<file path="src/pkg/ilu_pkg.sv">
// ilu_pkg: constants for the interrupt latch and enable unit.
// assumes an 8-bit special-function register port inside the cpu core.
package ilu_pkg;

    // ========================================================
    // register addresses
    localparam logic [11:0] ADDR_PEND_LOW  = 12'h0FE0;
    localparam logic [11:0] ADDR_PEND_HIGH = 12'h0FE1;
    localparam logic [11:0] ADDR_PEND_EXT  = 12'h0FE2;
    localparam logic [11:0] ADDR_PEND_TOP  = 12'h0FE3;
    localparam logic [11:0] ADDR_EN_LOW    = 12'h003A;
    localparam logic [11:0] ADDR_EN_HIGH   = 12'h003B;
    localparam logic [11:0] ADDR_EN_EXT    = 12'h003C;
    localparam logic [11:0] ADDR_EN_TOP    = 12'h003D;
    localparam logic [11:0] ADDR_SYSCFG3   = 12'h0FD3;
    localparam logic [11:0] ADDR_WDCTL     = 12'h0FD4;

    // ========================================================
    // source numbering and field positions
    localparam int NUM_SRC        = 26;
    localparam int SRC_SECOND     = 2;
    localparam int SRC_WATCHDOG   = 3;
    localparam int FIRST_MASKABLE = 4;
    localparam int GLOBAL_EN_POS  = 0;
    localparam int RELOCATE_POS   = 0;
    localparam int RAM_AREA_POS   = 1;
    localparam int WD_ACTION_POS  = 0;

    // ========================================================
    // reset values
    localparam logic [25:0] PEND_RESET = 26'h000_0000;
    localparam logic [25:0] EN_RESET   = 26'h000_0000;
    localparam logic        WD_ACTION_RESET = 1'b1;
    localparam logic [7:0]  ZERO_BYTE  = 8'h00;

endpackage

</file>
<file path="src/hdl/ilu_top.sv">
// ilu_top: per-source pending latches, enable register group, global
// enable save and restore, vector relocation and watchdog action select.
// assumes sfr strobes and core handshakes are synchronous to REF_CLK.
//
// Operation
// RQ1 - one latch per source, set on request
// RQ2 - latched request goes out only when enabled
// RQ3 - acceptance clears that source latch at once
// RQ4 - reset clears all pending latches
// RQ5 - latches at four consecutive sfr bytes
// RQ6 - writing zero clears only that latch
// RQ7 - writing one never sets a latch
// RQ8 - second and watchdog latches ignore writes
// RQ9 - all latches readable by software; the second latch (bit 2) reads back as zero
// RQ10 - software avoids read-modify-write on latches
// RQ11 - software masks globally before changing enables
// RQ12 - nonmaskable sources bypass all enable bits
// RQ13 - enable group four bytes, fully read/write; code keeps only bits 7:4 and 0 of the low byte and bits 1:0 of the top byte
// RQ14 - global enable zero blocks maskable interrupts
// RQ15 - acceptance stacks then clears global enable
// RQ16 - return ops reload global enable from stack
// RQ17 - global enable bit0, unmask/mask ops, r/w
// RQ18 - reset clears global enable
// RQ19 - source enable bit gates its interrupt
// RQ20 - reset clears all source enable bits
// RQ21 - relocation and ram bits select ram vectors
// RQ22 - watchdog interrupts only when action bit zero
// RQ23 - maskable needs latch, source and global enables
`timescale 1ns/1ns
module ilu_top
    import ilu_pkg::*;
(
    input  wire logic                REF_CLK,
    input  wire logic                RSTN,
    input  wire logic [ilu_pkg::NUM_SRC-1:0] SRC_REQ,
    input  wire logic                WDT_EXPIRE,
    input  wire logic                SFR_WR,
    input  wire logic                SFR_RD,
    input  wire logic [11:0]         SFR_ADDR,
    input  wire logic [7:0]          SFR_WDATA,
    input  wire logic                ACCEPT,
    input  wire logic [4:0]          ACCEPT_SRC,
    input  wire logic                UNMASK_OP,
    input  wire logic                MASK_OP,
    input  wire logic                RETURN_OP,
    input  wire logic                STACKED_GLOBAL_EN,
    output logic [7:0]               SFR_RDATA,
    output logic [ilu_pkg::NUM_SRC-1:0] INT_REQ,
    output logic                     INT_PENDING,
    output logic                     STACK_GLOBAL_EN,
    output logic                     GLOBAL_EN,
    output logic                     VECTOR_IN_RAM,
    output logic                     VECTOR_RELOCATED,
    output logic                     WDT_RESET_REQ
);
    import ilu_pkg::*;

    // ========================================================
    // state
    typedef struct packed {
        logic [NUM_SRC-1:0] pend;
        logic [NUM_SRC-1:0] src_en;
        logic               global_en;
        logic               relocate;
        logic               ram_area;
        logic               wd_action;
        logic               stack_en;
        logic               wd_reset;
        logic [7:0]         rdata;
    } ilu_state_t;

    ilu_state_t st;
    ilu_state_t next_st;

    logic [NUM_SRC-1:0] req;
    logic [NUM_SRC-1:0] sw_clear;
    logic [NUM_SRC-1:0] acc_clear;
    logic [31:0]        pend_word;
    logic [31:0]        en_word;

    assign pend_word = {6'd0, st.pend};
    assign en_word   = {6'd0, st.src_en[NUM_SRC-1:FIRST_MASKABLE],
                        3'd0, st.global_en};

    // ========================================================
    // request gating
    always_comb begin
        req = st.pend;
        // RQ23 maskable three-way gate
        // RQ2 gated toward core
        // RQ14 global enable gate
        // RQ19 per-source gate
        for (int i = FIRST_MASKABLE; i < NUM_SRC; i++) begin
            req[i] = st.pend[i] & st.src_en[i] & st.global_en;
        end
        // RQ12 nonmaskable bypass enables
        req[1:0] = 2'b00;
        req[SRC_SECOND]   = st.pend[SRC_SECOND];
        req[SRC_WATCHDOG] = st.pend[SRC_WATCHDOG];
    end

    // ========================================================
    // next state
    always_comb begin
        next_st  = st;
        sw_clear = '0;
        acc_clear = '0;

        // RQ5 four latch bytes
        // RQ6 zero clears single bit
        // RQ7 ones leave latch alone
        if (SFR_WR) begin
            if (SFR_ADDR == ADDR_PEND_LOW) begin
                sw_clear[7:4] = ~SFR_WDATA[7:4];
            end else if (SFR_ADDR == ADDR_PEND_HIGH) begin
                sw_clear[15:8] = ~SFR_WDATA;
            end else if (SFR_ADDR == ADDR_PEND_EXT) begin
                sw_clear[23:16] = ~SFR_WDATA;
            end else if (SFR_ADDR == ADDR_PEND_TOP) begin
                sw_clear[25:24] = ~SFR_WDATA[1:0];
            end
        end
        // RQ8 fixed latches write-protected
        sw_clear[SRC_SECOND]   = 1'b0;
        sw_clear[SRC_WATCHDOG] = 1'b0;

        // RQ3 clear on acceptance
        if (ACCEPT && (int'(ACCEPT_SRC) < NUM_SRC)) begin
            acc_clear[ACCEPT_SRC] = 1'b1;
        end

        // RQ1 set on request, set wins
        next_st.pend = (st.pend & ~sw_clear & ~acc_clear) | SRC_REQ;
        // RQ22 watchdog event routing
        next_st.wd_reset = WDT_EXPIRE & st.wd_action;
        if (WDT_EXPIRE && !st.wd_action) begin
            next_st.pend[SRC_WATCHDOG] = 1'b1;
        end
        next_st.pend[1:0] = 2'b00;

        // RQ13 enable group writes
        // RQ17 global enable at bit 0
        if (SFR_WR) begin
            if (SFR_ADDR == ADDR_EN_LOW) begin
                next_st.src_en[7:4] = SFR_WDATA[7:4];
                next_st.global_en   = SFR_WDATA[GLOBAL_EN_POS];
            end else if (SFR_ADDR == ADDR_EN_HIGH) begin
                next_st.src_en[15:8] = SFR_WDATA;
            end else if (SFR_ADDR == ADDR_EN_EXT) begin
                next_st.src_en[23:16] = SFR_WDATA;
            end else if (SFR_ADDR == ADDR_EN_TOP) begin
                next_st.src_en[25:24] = SFR_WDATA[1:0];
            end else if (SFR_ADDR == ADDR_SYSCFG3) begin
                next_st.relocate = SFR_WDATA[RELOCATE_POS];
                next_st.ram_area = SFR_WDATA[RAM_AREA_POS];
            end else if (SFR_ADDR == ADDR_WDCTL) begin
                next_st.wd_action = SFR_WDATA[WD_ACTION_POS];
            end
        end
        // RQ17 unmask and mask ops
        if (UNMASK_OP) begin
            next_st.global_en = 1'b1;
        end else if (MASK_OP) begin
            next_st.global_en = 1'b0;
        end
        // RQ16 reload on return
        if (RETURN_OP) begin
            next_st.global_en = STACKED_GLOBAL_EN;
        end
        // RQ15 stack then clear
        if (ACCEPT) begin
            next_st.stack_en  = st.global_en;
            next_st.global_en = 1'b0;
        end

        // RQ9 latches readable, except the second latch bit, which reads zero
        next_st.rdata = ZERO_BYTE;
        if (SFR_RD) begin
            if (SFR_ADDR == ADDR_PEND_LOW) begin
                next_st.rdata = {pend_word[7:3], 3'b000};
            end else if (SFR_ADDR == ADDR_PEND_HIGH) begin
                next_st.rdata = pend_word[15:8];
            end else if (SFR_ADDR == ADDR_PEND_EXT) begin
                next_st.rdata = pend_word[23:16];
            end else if (SFR_ADDR == ADDR_PEND_TOP) begin
                next_st.rdata = pend_word[31:24];
            end else if (SFR_ADDR == ADDR_EN_LOW) begin
                next_st.rdata = en_word[7:0];
            end else if (SFR_ADDR == ADDR_EN_HIGH) begin
                next_st.rdata = en_word[15:8];
            end else if (SFR_ADDR == ADDR_EN_EXT) begin
                next_st.rdata = en_word[23:16];
            end else if (SFR_ADDR == ADDR_EN_TOP) begin
                next_st.rdata = en_word[31:24];
            end else if (SFR_ADDR == ADDR_SYSCFG3) begin
                next_st.rdata = {6'd0, st.ram_area, st.relocate};
            end else if (SFR_ADDR == ADDR_WDCTL) begin
                next_st.rdata = {7'd0, st.wd_action};
            end
        end
    end

    // ========================================================
    // state register
    always_ff @(posedge REF_CLK or negedge RSTN) begin
        if (!RSTN) begin
            // RQ4 latches cleared
            st.pend      <= PEND_RESET;
            // RQ20 source enables cleared
            st.src_en    <= EN_RESET;
            // RQ18 global enable cleared
            st.global_en <= 1'b0;
            st.relocate  <= 1'b0;
            st.ram_area  <= 1'b0;
            st.wd_action <= WD_ACTION_RESET;
            st.stack_en  <= 1'b0;
            st.wd_reset  <= 1'b0;
            st.rdata     <= ZERO_BYTE;
        end else begin
            st <= next_st;
        end
    end

    // ========================================================
    // outputs
    assign INT_REQ          = req;
    assign INT_PENDING      = |req;
    assign SFR_RDATA        = st.rdata;
    assign STACK_GLOBAL_EN  = st.stack_en;
    assign GLOBAL_EN        = st.global_en;
    assign VECTOR_RELOCATED = st.relocate;
    // RQ21 ram vector select
    assign VECTOR_IN_RAM    = st.relocate & st.ram_area;
    assign WDT_RESET_REQ    = st.wd_reset;

endmodule

</file>
<file path="config.mk">
export PLATFORM = sky130hd
export DESIGN_NAME = ilu_top
export DESIGN_NICKNAME = d
export VERILOG_FILES = /design/src/pkg/ilu_pkg.sv /design/src/hdl/ilu_top.sv
export SDC_FILE = /design/constraint.sdc
export NUM_CORES = 1
export LEC_CHECK = 0
export BUFFER_PORTS_ARGS = -buffer_cell sky130_fd_sc_hd__buf_4
export CAP_MARGIN = 20
export CORE_MARGIN = 2
export CORE_UTILIZATION = 54
export CTS_BUF_LIST = sky130_fd_sc_hd__clkbuf_2
export DETAILED_ROUTE_END_ITERATION = 16
export PLACE_DENSITY = 0.83
export SLEW_MARGIN = 20
export SYNTH_ARGS = -nofsm -noshare
export SYNTH_HDL_FRONTEND = slang
export SYNTH_SLANG_ARGS = --single-unit
</file>
<file path="constraint.sdc">
create_clock -name REF_CLK -period 1.87 [get_ports REF_CLK]
set_clock_uncertainty 0.05 [all_clocks]
set_input_delay 0.187 -clock REF_CLK [delete_from_list [all_inputs] [get_ports REF_CLK]]
set_output_delay 0.187 -clock REF_CLK [all_outputs]
set_load 0.01 [all_outputs]
</file>
* Word level (Yosys, flattened, before mapping)
Cells that the tools add are included.
** Operators by class
- Equal/unequal tests :: 10
- Bitwise operators :: 59
- Muxes and demuxes :: 36
- $lt $le $gt $ge :: 3
- Reduce and logical (&&, ||, !) cells :: 14
** Operators with widths (number)
- 2-to-1 mux 8 bit :: 10
- == test 12 bit (second input constant) :: 6
- AND 26 bit :: 2
- inverter 26 bit :: 2
- == test 12 x 6 -> 1 bit (second input constant) :: 4
- AND 1 bit :: 46
- 2-to-1 mux 26 bit :: 1
- bitwise OR 26 bit :: 1
- OR reduction 24 bit :: 1
- 2-to-1 mux 22 bit :: 1
- 2-to-1 mux 18 bit :: 1
- 2-to-1 mux 3 bit :: 4
- 2-to-1 mux 1 bit :: 10
- 2-to-1 mux 10 bit :: 1
- 2-to-1 mux 2 bit :: 5
- nonzero test 5 bit :: 2
- 2-to-1 mux 4 bit :: 2
- inverter 8 bit :: 1
- AND reduction 7 bit :: 1
- less-than comparator 5 x 6 -> 1 bit (second input constant) :: 1
- AND reduction 6 bit :: 1
- demux 1 bit (select 5 bit) :: 1
- >= comparator 5 x 1 -> 1 bit (second input constant) :: 1
- less-than comparator 5 bit (second input constant) :: 1
- other kinds (9) :: 16
** Storage, ports and cells
- Register bits after elaboration :: 60

* Longest topological paths before layout
Gate-level depths: netlist of the first run.
- Depth after elaboration :: 12
- Gate-level depth with buffers :: 7
- Gate-level depth less buffers :: 5

* Least setup slack after synthesis of the first run
Ideal clock, no wire load.
- Path type :: input to register
- From :: in SFR_ADDR[8]
- To :: reg st (netlist bit en_word[10])
- Cell stages on the path :: 5
- Setup slack :: 0.223 ns
- Library setup time :: 0.125 ns
- Arrival time :: 1.472 ns
- Buffers on the path :: 1
- Required time :: 1.695 ns
- Cell sequence :: or2_2 nor3_4 and3_1 buf_2 mux2_2
** On the way
- Word-level cells in the longest chain between the ends :: 3
- Elaborated cells between the ends (all ways) :: 4
- Classes of those cells :: 2 x eq/ne; 1 x bitwise; 1 x reduce/logical
** RTL lines
- from (decl) :: RTL line ilu_top.sv:39 : input wire logic [11:0] SFR_ADDR,
- == test 12 x 6 -> 1 bit :: RTL line ilu_top.sv:144 : if (SFR_ADDR == ADDR_EN_LOW) begin
- inverter 1 bit (no source line)
- AND reduction 3 bit (no source line) *
- to (signal assigned) :: RTL line ilu_top.sv:220 : st <= next_st;
- to (decl) :: RTL line ilu_top.sv:72 : ilu_state_t st;
Every way passes the cells marked *; elsewhere a longest branch is shown, timed or not.
A chain may end at the register's enable or synchronous reset.

* Worst setup path after layout of the first run
- From :: reg st (netlist bit GLOBAL_EN)
- To :: out INT_PENDING
** On the way
- Word-level cells in the longest chain between the ends :: 2
- Elaborated cells between the ends (all ways) :: 23
- Classes of those cells :: 22 x bitwise; 1 x reduce/logical
** RTL lines
- AND 1 bit :: RTL line ilu_top.sv:94 : req[i] = st.pend[i] & st.src_en[i] & st.global_en;
- OR reduction 24 bit * :: RTL line ilu_top.sv:227 : assign INT_PENDING = |req;
- to (decl) :: RTL line ilu_top.sv:49 : output logic INT_PENDING,
Marks and branches as above.

==> results of run 1 <==
-- critical path: cells and delay by family, from the launching register on --
family,cells,cell delay [ps]
and+or+nand+nor,4,860
DFF,1,490
buffers and inverters,2,370
-- flip-flops by register name (all words and copies together) (netlist names) --
register          count
SFR_RDATA             8
INT_REQ               2
VECTOR_RELOCATED      1
GLOBAL_EN             1
STACK_GLOBAL_EN       1
WDT_RESET_REQ         1
en_word              22
pend_word            22
st                    2
-- layout make-up --
type                    instances  area, um2  share of cell area
multi-input cells             245       1910               0.362
repair buffers                193       1640               0.309
flip-flops and latches         60       1500               0.284
well taps                      77       96.3              0.0182
clock inverters                 5       76.3              0.0144
clock buffers                  11       55.1              0.0104
inverters                       3       11.3             0.00213
-- timing repair --
action,in CTS,in global routing
endpoints found under the hold margin,119,0
hold buffers,56,0
gates resized for setup,2,34
setup endpoints to repair,10,17
setup buffers,0,8
pin swaps,0,5
-- kinds of logic (layout without fill, tap and decap cells) --
family,count (synthesis),after routing,share of synthesized area
compound gates,74,74,0.157
buf+inv,29,212,0.0484
flops,60,60,0.437
mux,34,34,0.108
other cells,1,2,0.00109
simple gates,135,135,0.248
-- cells in the final DEF (no fill, tap or decap), drive strengths merged, types with 5 or more instances in the layout --
cell,count
clkbuf,11
nor3,5
a22o,5
mux2,25
nor2,25
nand2b,19
nand3,9
o21ai,12
nand2,13
o221ai,19
and3,24
dfrtp,59
dlygate4sd3,56
buf,137
a21oi,12
mux2i,9
-- final timing paths --
| path | start | endpoint | slack, ps |
|---|---|---|---|
| min in group asynchronous | RSTN | pend_word[15]$_DFF_PN0_ | 240 |
| max reg2reg | GLOBAL_EN$_DFFE_PN0P_ | GLOBAL_EN$_DFFE_PN0P_ | -90 |
| max in group asynchronous | RSTN | GLOBAL_EN$_DFFE_PN0P_ | 990 |
| min reg2reg | STACK_GLOBAL_EN$_DFFE_PN0P_ | STACK_GLOBAL_EN$_DFFE_PN0P_ | 490 |
| min | SFR_ADDR[6] | SFR_RDATA[0]$_DFF_PN0_ | 50 |
| max | GLOBAL_EN$_DFFE_PN0P_ | INT_PENDING | -590 |
-- stage by stage --
stage | hold slack (ps) | power [uW]
finish | 47.9 | 2760
global route | 55.2 | 2830
CTS | 51.8 | 2660
detailed placement | 255 | 1670
global placement | 244 | 1660
floorplan | -159 | 1470
-- routing by layer --
metal  GRT usage  wire length (um)  vias to the layer above
li1            -                 -                     1609
met1       0.452              4800                     1859
met2       0.620              6790                      412
met3      0.0841              1810                      147
met4       0.221              1150                        0
met5           0                 0                        -
-- power groups by stage --
| stage | combinational (uW) | sequential [uW] | clock, uW |
|---|---|---|---|
| 2_1_floorplan | 125 | 1350 | 0 |
| 3_3_place_gp | 312 | 1350 | 0 |
| 3_5_place_dp | 319 | 1350 | 0 |
| 4_1_cts | 394 | 1330 | 934 |
| 5_1_grt | 476 | 1330 | 1020 |
| 6_report | 454 | 1330 | 976 |
==> results_dict.tcl, run 1 <==
set metrics [dict create \
    status "complete, but fails checks" \
    violations "negative setup slack" \
    grt_antenna_before_repair 1 \
    instances_no_fill 594 \
    final_area_um2 5290 \
    ff2ff_path_depth 6 \
    num_rows 29 \
    clkLatencyLatePin_ps 510 \
    arrival_ps 2220 \
    p_sw_frac 0.279 \
    whs_path_depth 5 \
    synthTopCellsByCount "dfrtp_1, mux2_2, and3_1, nor2_1" \
    yosys.area.top_type "dfrtp_1" \
    grt_usage 0.377 \
    switching_power_uw 768 \
    hp-class "primary input to register" \
    grt_overflow 0 \
    io_buffers 96 \
    vias 4027 \
    htree_levels 3 \
    layout_setup_ws_ps -586 \
    fp.dieW_um 83.8 \
    slew_headroom 0.483 \
    setup_viol 8 \
    drive_gt1_frac 0.412 \
    cap_violations 0 \
    period_needed_ps 2460 \
    yosys.cell_count.top_type "dfrtp_1" \
    ys_seq_area_frac 0.437 \
    vdd_drop_max_uv 609 \
    ys_warn_count 0 \
    synthFlopType "dfrtp_1" \
    worst_pin_slew_ps 776 \
    worstPathCellList "buf_4, and3_1, nor3_1, nand4_1, nand3b_1, buf_6" \
    clock_path_buffers 2 \
    synth_seq_cells 60 \
    wl_mm 14.6 \
    layout-area-overhead-vs-synth_pct 54.0 \
    drtPass1Iterations 7 \
    synth.area.top_cells "dfrtp_1, mux2_2, o221ai_1" \
    cts_buffers 9 \
    max_freq_mhz 407 \
    slowest_delay_ps 490 \
    finalCritPeriodShare 1.31 \
    utilization 0.848 \
    via_per_inst 6.78 \
    worstSetupPathType "register to output port" \
    start_util 0.551 \
    fillers 311 \
    async_flop_share 1.00 \
    p_int_uw 1990 \
    setup_tns_ps -901 \
    place_area_um2 4380 \
    clk_pin_slew_ps 180 \
    fin_nets 573 \
    io_pins 101 \
    sequentialPowerShare 0.482 \
    netlist_area_um2 3440 \
    pwr-share-comb 0.165 \
    synth-edff-count 0 \
    drc 0 \
    grt_pass1_wl_mm 20.1 \
    synth_area_per_cell_um2 10.3 \
    cts_root_buf "clkbuf_2" \
    wl_per_cell_um 24.5 \
    hold_violations 0 \
    startpoint_type "register" \
    powerDensity_nw_per_um2 521 \
    grt_max_degree 61 \
    worstSetupEndpointType "output port" \
    num_antenna_cells 0 \
    die_area_um2 7020 \
    cp_slowest_cell "dfrtp_2" \
    placed_cells 516 \
    grt_pass1_vias 3969 \
    dieHeight_um 83.8 \
    rsz0062_at_grt "true" \
    globalplace.congestion 0.947 \
    syn-instance-count 333 \
    ant_nets 0 \
    cts_tree "yes" \
    cts_sinks 60 \
    drv_slew 0 \
    p_clk_frac 0.354 \
    dp_slack_ps -114 \
    core_area_um2 6240 \
    synth_top_area_frac 0.430 \
    ys_types 59 \
    path_max_fanout 7 \
    first_iter_violations 764 \
    leakage_uw 0.00242 \
    required_ps 1630 \
    hpwl_mm 8.09 \
]
No activity file was read; power rests on OpenSTA's default activity.
==> run 2, diff against run 1 <==
Settings changed: ABC_AREA set to 1, CORE_ASPECT_RATIO set to 0.5, CORE_UTILIZATION 54 to 58, PLACE_DENSITY 0.83 to 0.87.
Clock period 1.87 ns to 2.96 ns, I/O delays scaled along.
==> results_dict.tcl, run 2 <==
set metrics [dict create \
    whs_path_depth 3 \
    globalplace.congestion 0.921 \
    synthTopCellsByCount "nand2_1, inv_1, dfrtp_1, nand3_1, nor2_1" \
    io_buffers 96 \
    async_flop_share 1.00 \
    grt_pass1_wl_mm 16.8 \
    hp-class "primary input to register" \
    io_pins 101 \
    yosys.cell_count.top_type "nand2_1" \
    required_ps 2610 \
    use_met2 0.531 \
    use_met1 0.414 \
    worstSetupEndpointType "output port" \
    layout-area-overhead-vs-synth_pct 30.8 \
    layout_setup_ws_ps 148 \
    grt_busiest_layer "met2" \
    rsz0062_at_grt "false" \
    clock_path_buffers 2 \
    worst_pin_slew_ps 856 \
    cap_violations 0 \
    worstPathCellList "buf_4, nand2_1, nor2_1, nor4_1, nand4_1, buf_4" \
    cp_slowest_cell "dfrtp_1" \
    drive_gt1_frac 0.263 \
    slowest_delay_ps 650 \
    final_common_cell "nand2_1" \
    crit_top_cell "buf_4" \
    synth_top_area_frac 0.410 \
    grt_overflow 0 \
    yosys.area.top_type "dfrtp_1" \
    htree_levels 3 \
    p_clk_frac 0.315 \
    max_freq_mhz 356 \
    netlist_area_um2 3600 \
    fin_nets 653 \
    ys_warn_count 0 \
    leakage_uw 0.00238 \
    synth_area_per_cell_um2 7.63 \
    switching_power_uw 446 \
    ys_seq_area_frac 0.417 \
    synthFlopType "dfrtp_1" \
    grt_pass1_vias 3478 \
    fp.dieW_um 115 \
    path_max_fanout 15 \
    place_area_um2 4290 \
    hold_violations 0 \
    start_util 0.597 \
    core_area_um2 6030 \
    status "complete, no violations" \
    setup_viol 0 \
    final_area_um2 4710 \
    vdd_drop_max_uv 286 \
    grt_max_degree 61 \
    grt_usage 0.330 \
    drtPass1Iterations 6 \
    sequentialPowerShare 0.532 \
    num_rows 20 \
    dieHeight_um 59.7 \
    p_int_uw 1130 \
    powerDensity_nw_per_um2 335 \
    cts_buffers 9 \
    wl_per_cell_um 16.5 \
    period_needed_ps 2810 \
    finalCritPeriodShare 0.950 \
    mostFrequentLayoutCells "nand2_1, buf_4, inv_1" \
    first_iter_violations 493 \
    ff2ff_path_depth 4 \
    grt_antenna_before_repair 0 \
    startpoint_type "register" \
    ys_types 41 \
    synth-edff-count 0 \
    utilization 0.781 \
    wl_mm 11.3 \
    synth_seq_cells 60 \
    drv_slew 0 \
    vias 3879 \
    post_cts_buffers 0 \
    clk_pin_slew_ps 170 \
    setup_tns_ps 0 \
    worstSetupPathType "register to output port" \
    cts_sinks 60 \
    pwr-share-comb 0.152 \
    arrival_ps 2470 \
    synth.area.top_cells "dfrtp_1, nand2_1, inv_1" \
    grt_use_met3 0.112 \
    ant_nets 0 \
    via_per_inst 5.66 \
    hpwl_mm 7.75 \
    slew_headroom 0.425 \
    drc 0 \
    cts_tree "yes" \
    syn-instance-count 472 \
    p_sw_frac 0.283 \
    die_area_um2 6890 \
    cts_root_buf "clkbuf_2" \
    num_antenna_cells 0 \
    dp_slack_ps 858 \
    clkLatencyLatePin_ps 480 \
]
## run 2: cell count changes in the layout (fill, tap and decap cells not counted), moves of 25 or more
cell	delta
nand2_1	+89
inv_1	+65
nand3_1	+35
buf_4	-29
dlygate4sd3_1	-25
mux2_2	-25
## run 2: cell families after synthesis
logic type	after synthesis	synth area share
other	1	0.00104
flip-flops	60	0.417
AND/OR/NAND/NOR	219	0.293
buffers and inverters	97	0.127
AO/OA/AOI/OAI	95	0.162
## run 2: final timing paths
check | start | to | slack [ps]
worst max-delay path | GLOBAL_EN$_DFFE_PN0P_ | INT_PENDING | 150
worst min-delay path | UNMASK_OP | GLOBAL_EN$_DFFE_PN0P_ | 40
worst max register to register | GLOBAL_EN$_DFFE_PN0P_ | GLOBAL_EN$_DFFE_PN0P_ | 1380
worst min register to register | st[10]$_DFFE_PN1P_ | WDT_RESET_REQ$_DFF_PN0_ | 460
max in group asynchronous | RSTN | pend_word[8]$_DFF_PN0_ | 1980
min in group asynchronous | RSTN | pend_word[7]$_DFF_PN0_ | 350
## run 2: layout make-up
type,instances,area [um2]
clock inverter,6,55.1
timing repair buffer,129,1050
sequential,60,1500
inverter,76,299
clock buffer,10,50.0
multi-input combinational,316,1650
fill,437,1320
tap,88,110
## run 2: what timing repair did
action	in CTS	in global routing
endpoints found under the setup margin	0	0
gates resized for setup	0	0
hold buffers	27	4
hold endpoints to repair	85	4
## run 2: per-stage QoR
step / std cells / power (uW) / hold WS, ps
after floorplan: 473 / 933 / -49.6
after global placement: 638 / 1050 / 363
after detailed placement: 638 / 1050 / 361
after CTS: 681 / 1550 / 3.78
after global routing: 685 / 1640 / 20.3
final: 685 / 1580 / 35.1
## run 2: worst max-delay path, delay by kind of cell (launching register included)
family	cells	cell delay [ps]
buffers and inverters	2	480
DFF	1	650
and+or+nand+nor	4	860
## run 2: power by group through the flow
stage               combinational [uW]  clock, uW  sequential [uW]
floorplan                         84.1          0              849
global placement                   196          0              852
detailed placement                 198          0              852
CTS                                228        489              837
global route                       257        542              839
finish                             240        497              839
## run 2: layer usage
metal,vias to the layer above,routed length (um)
met5,-,0
met4,0,451
met3,70,1410
met2,281,5130
met1,1753,4300
li1,1775,-
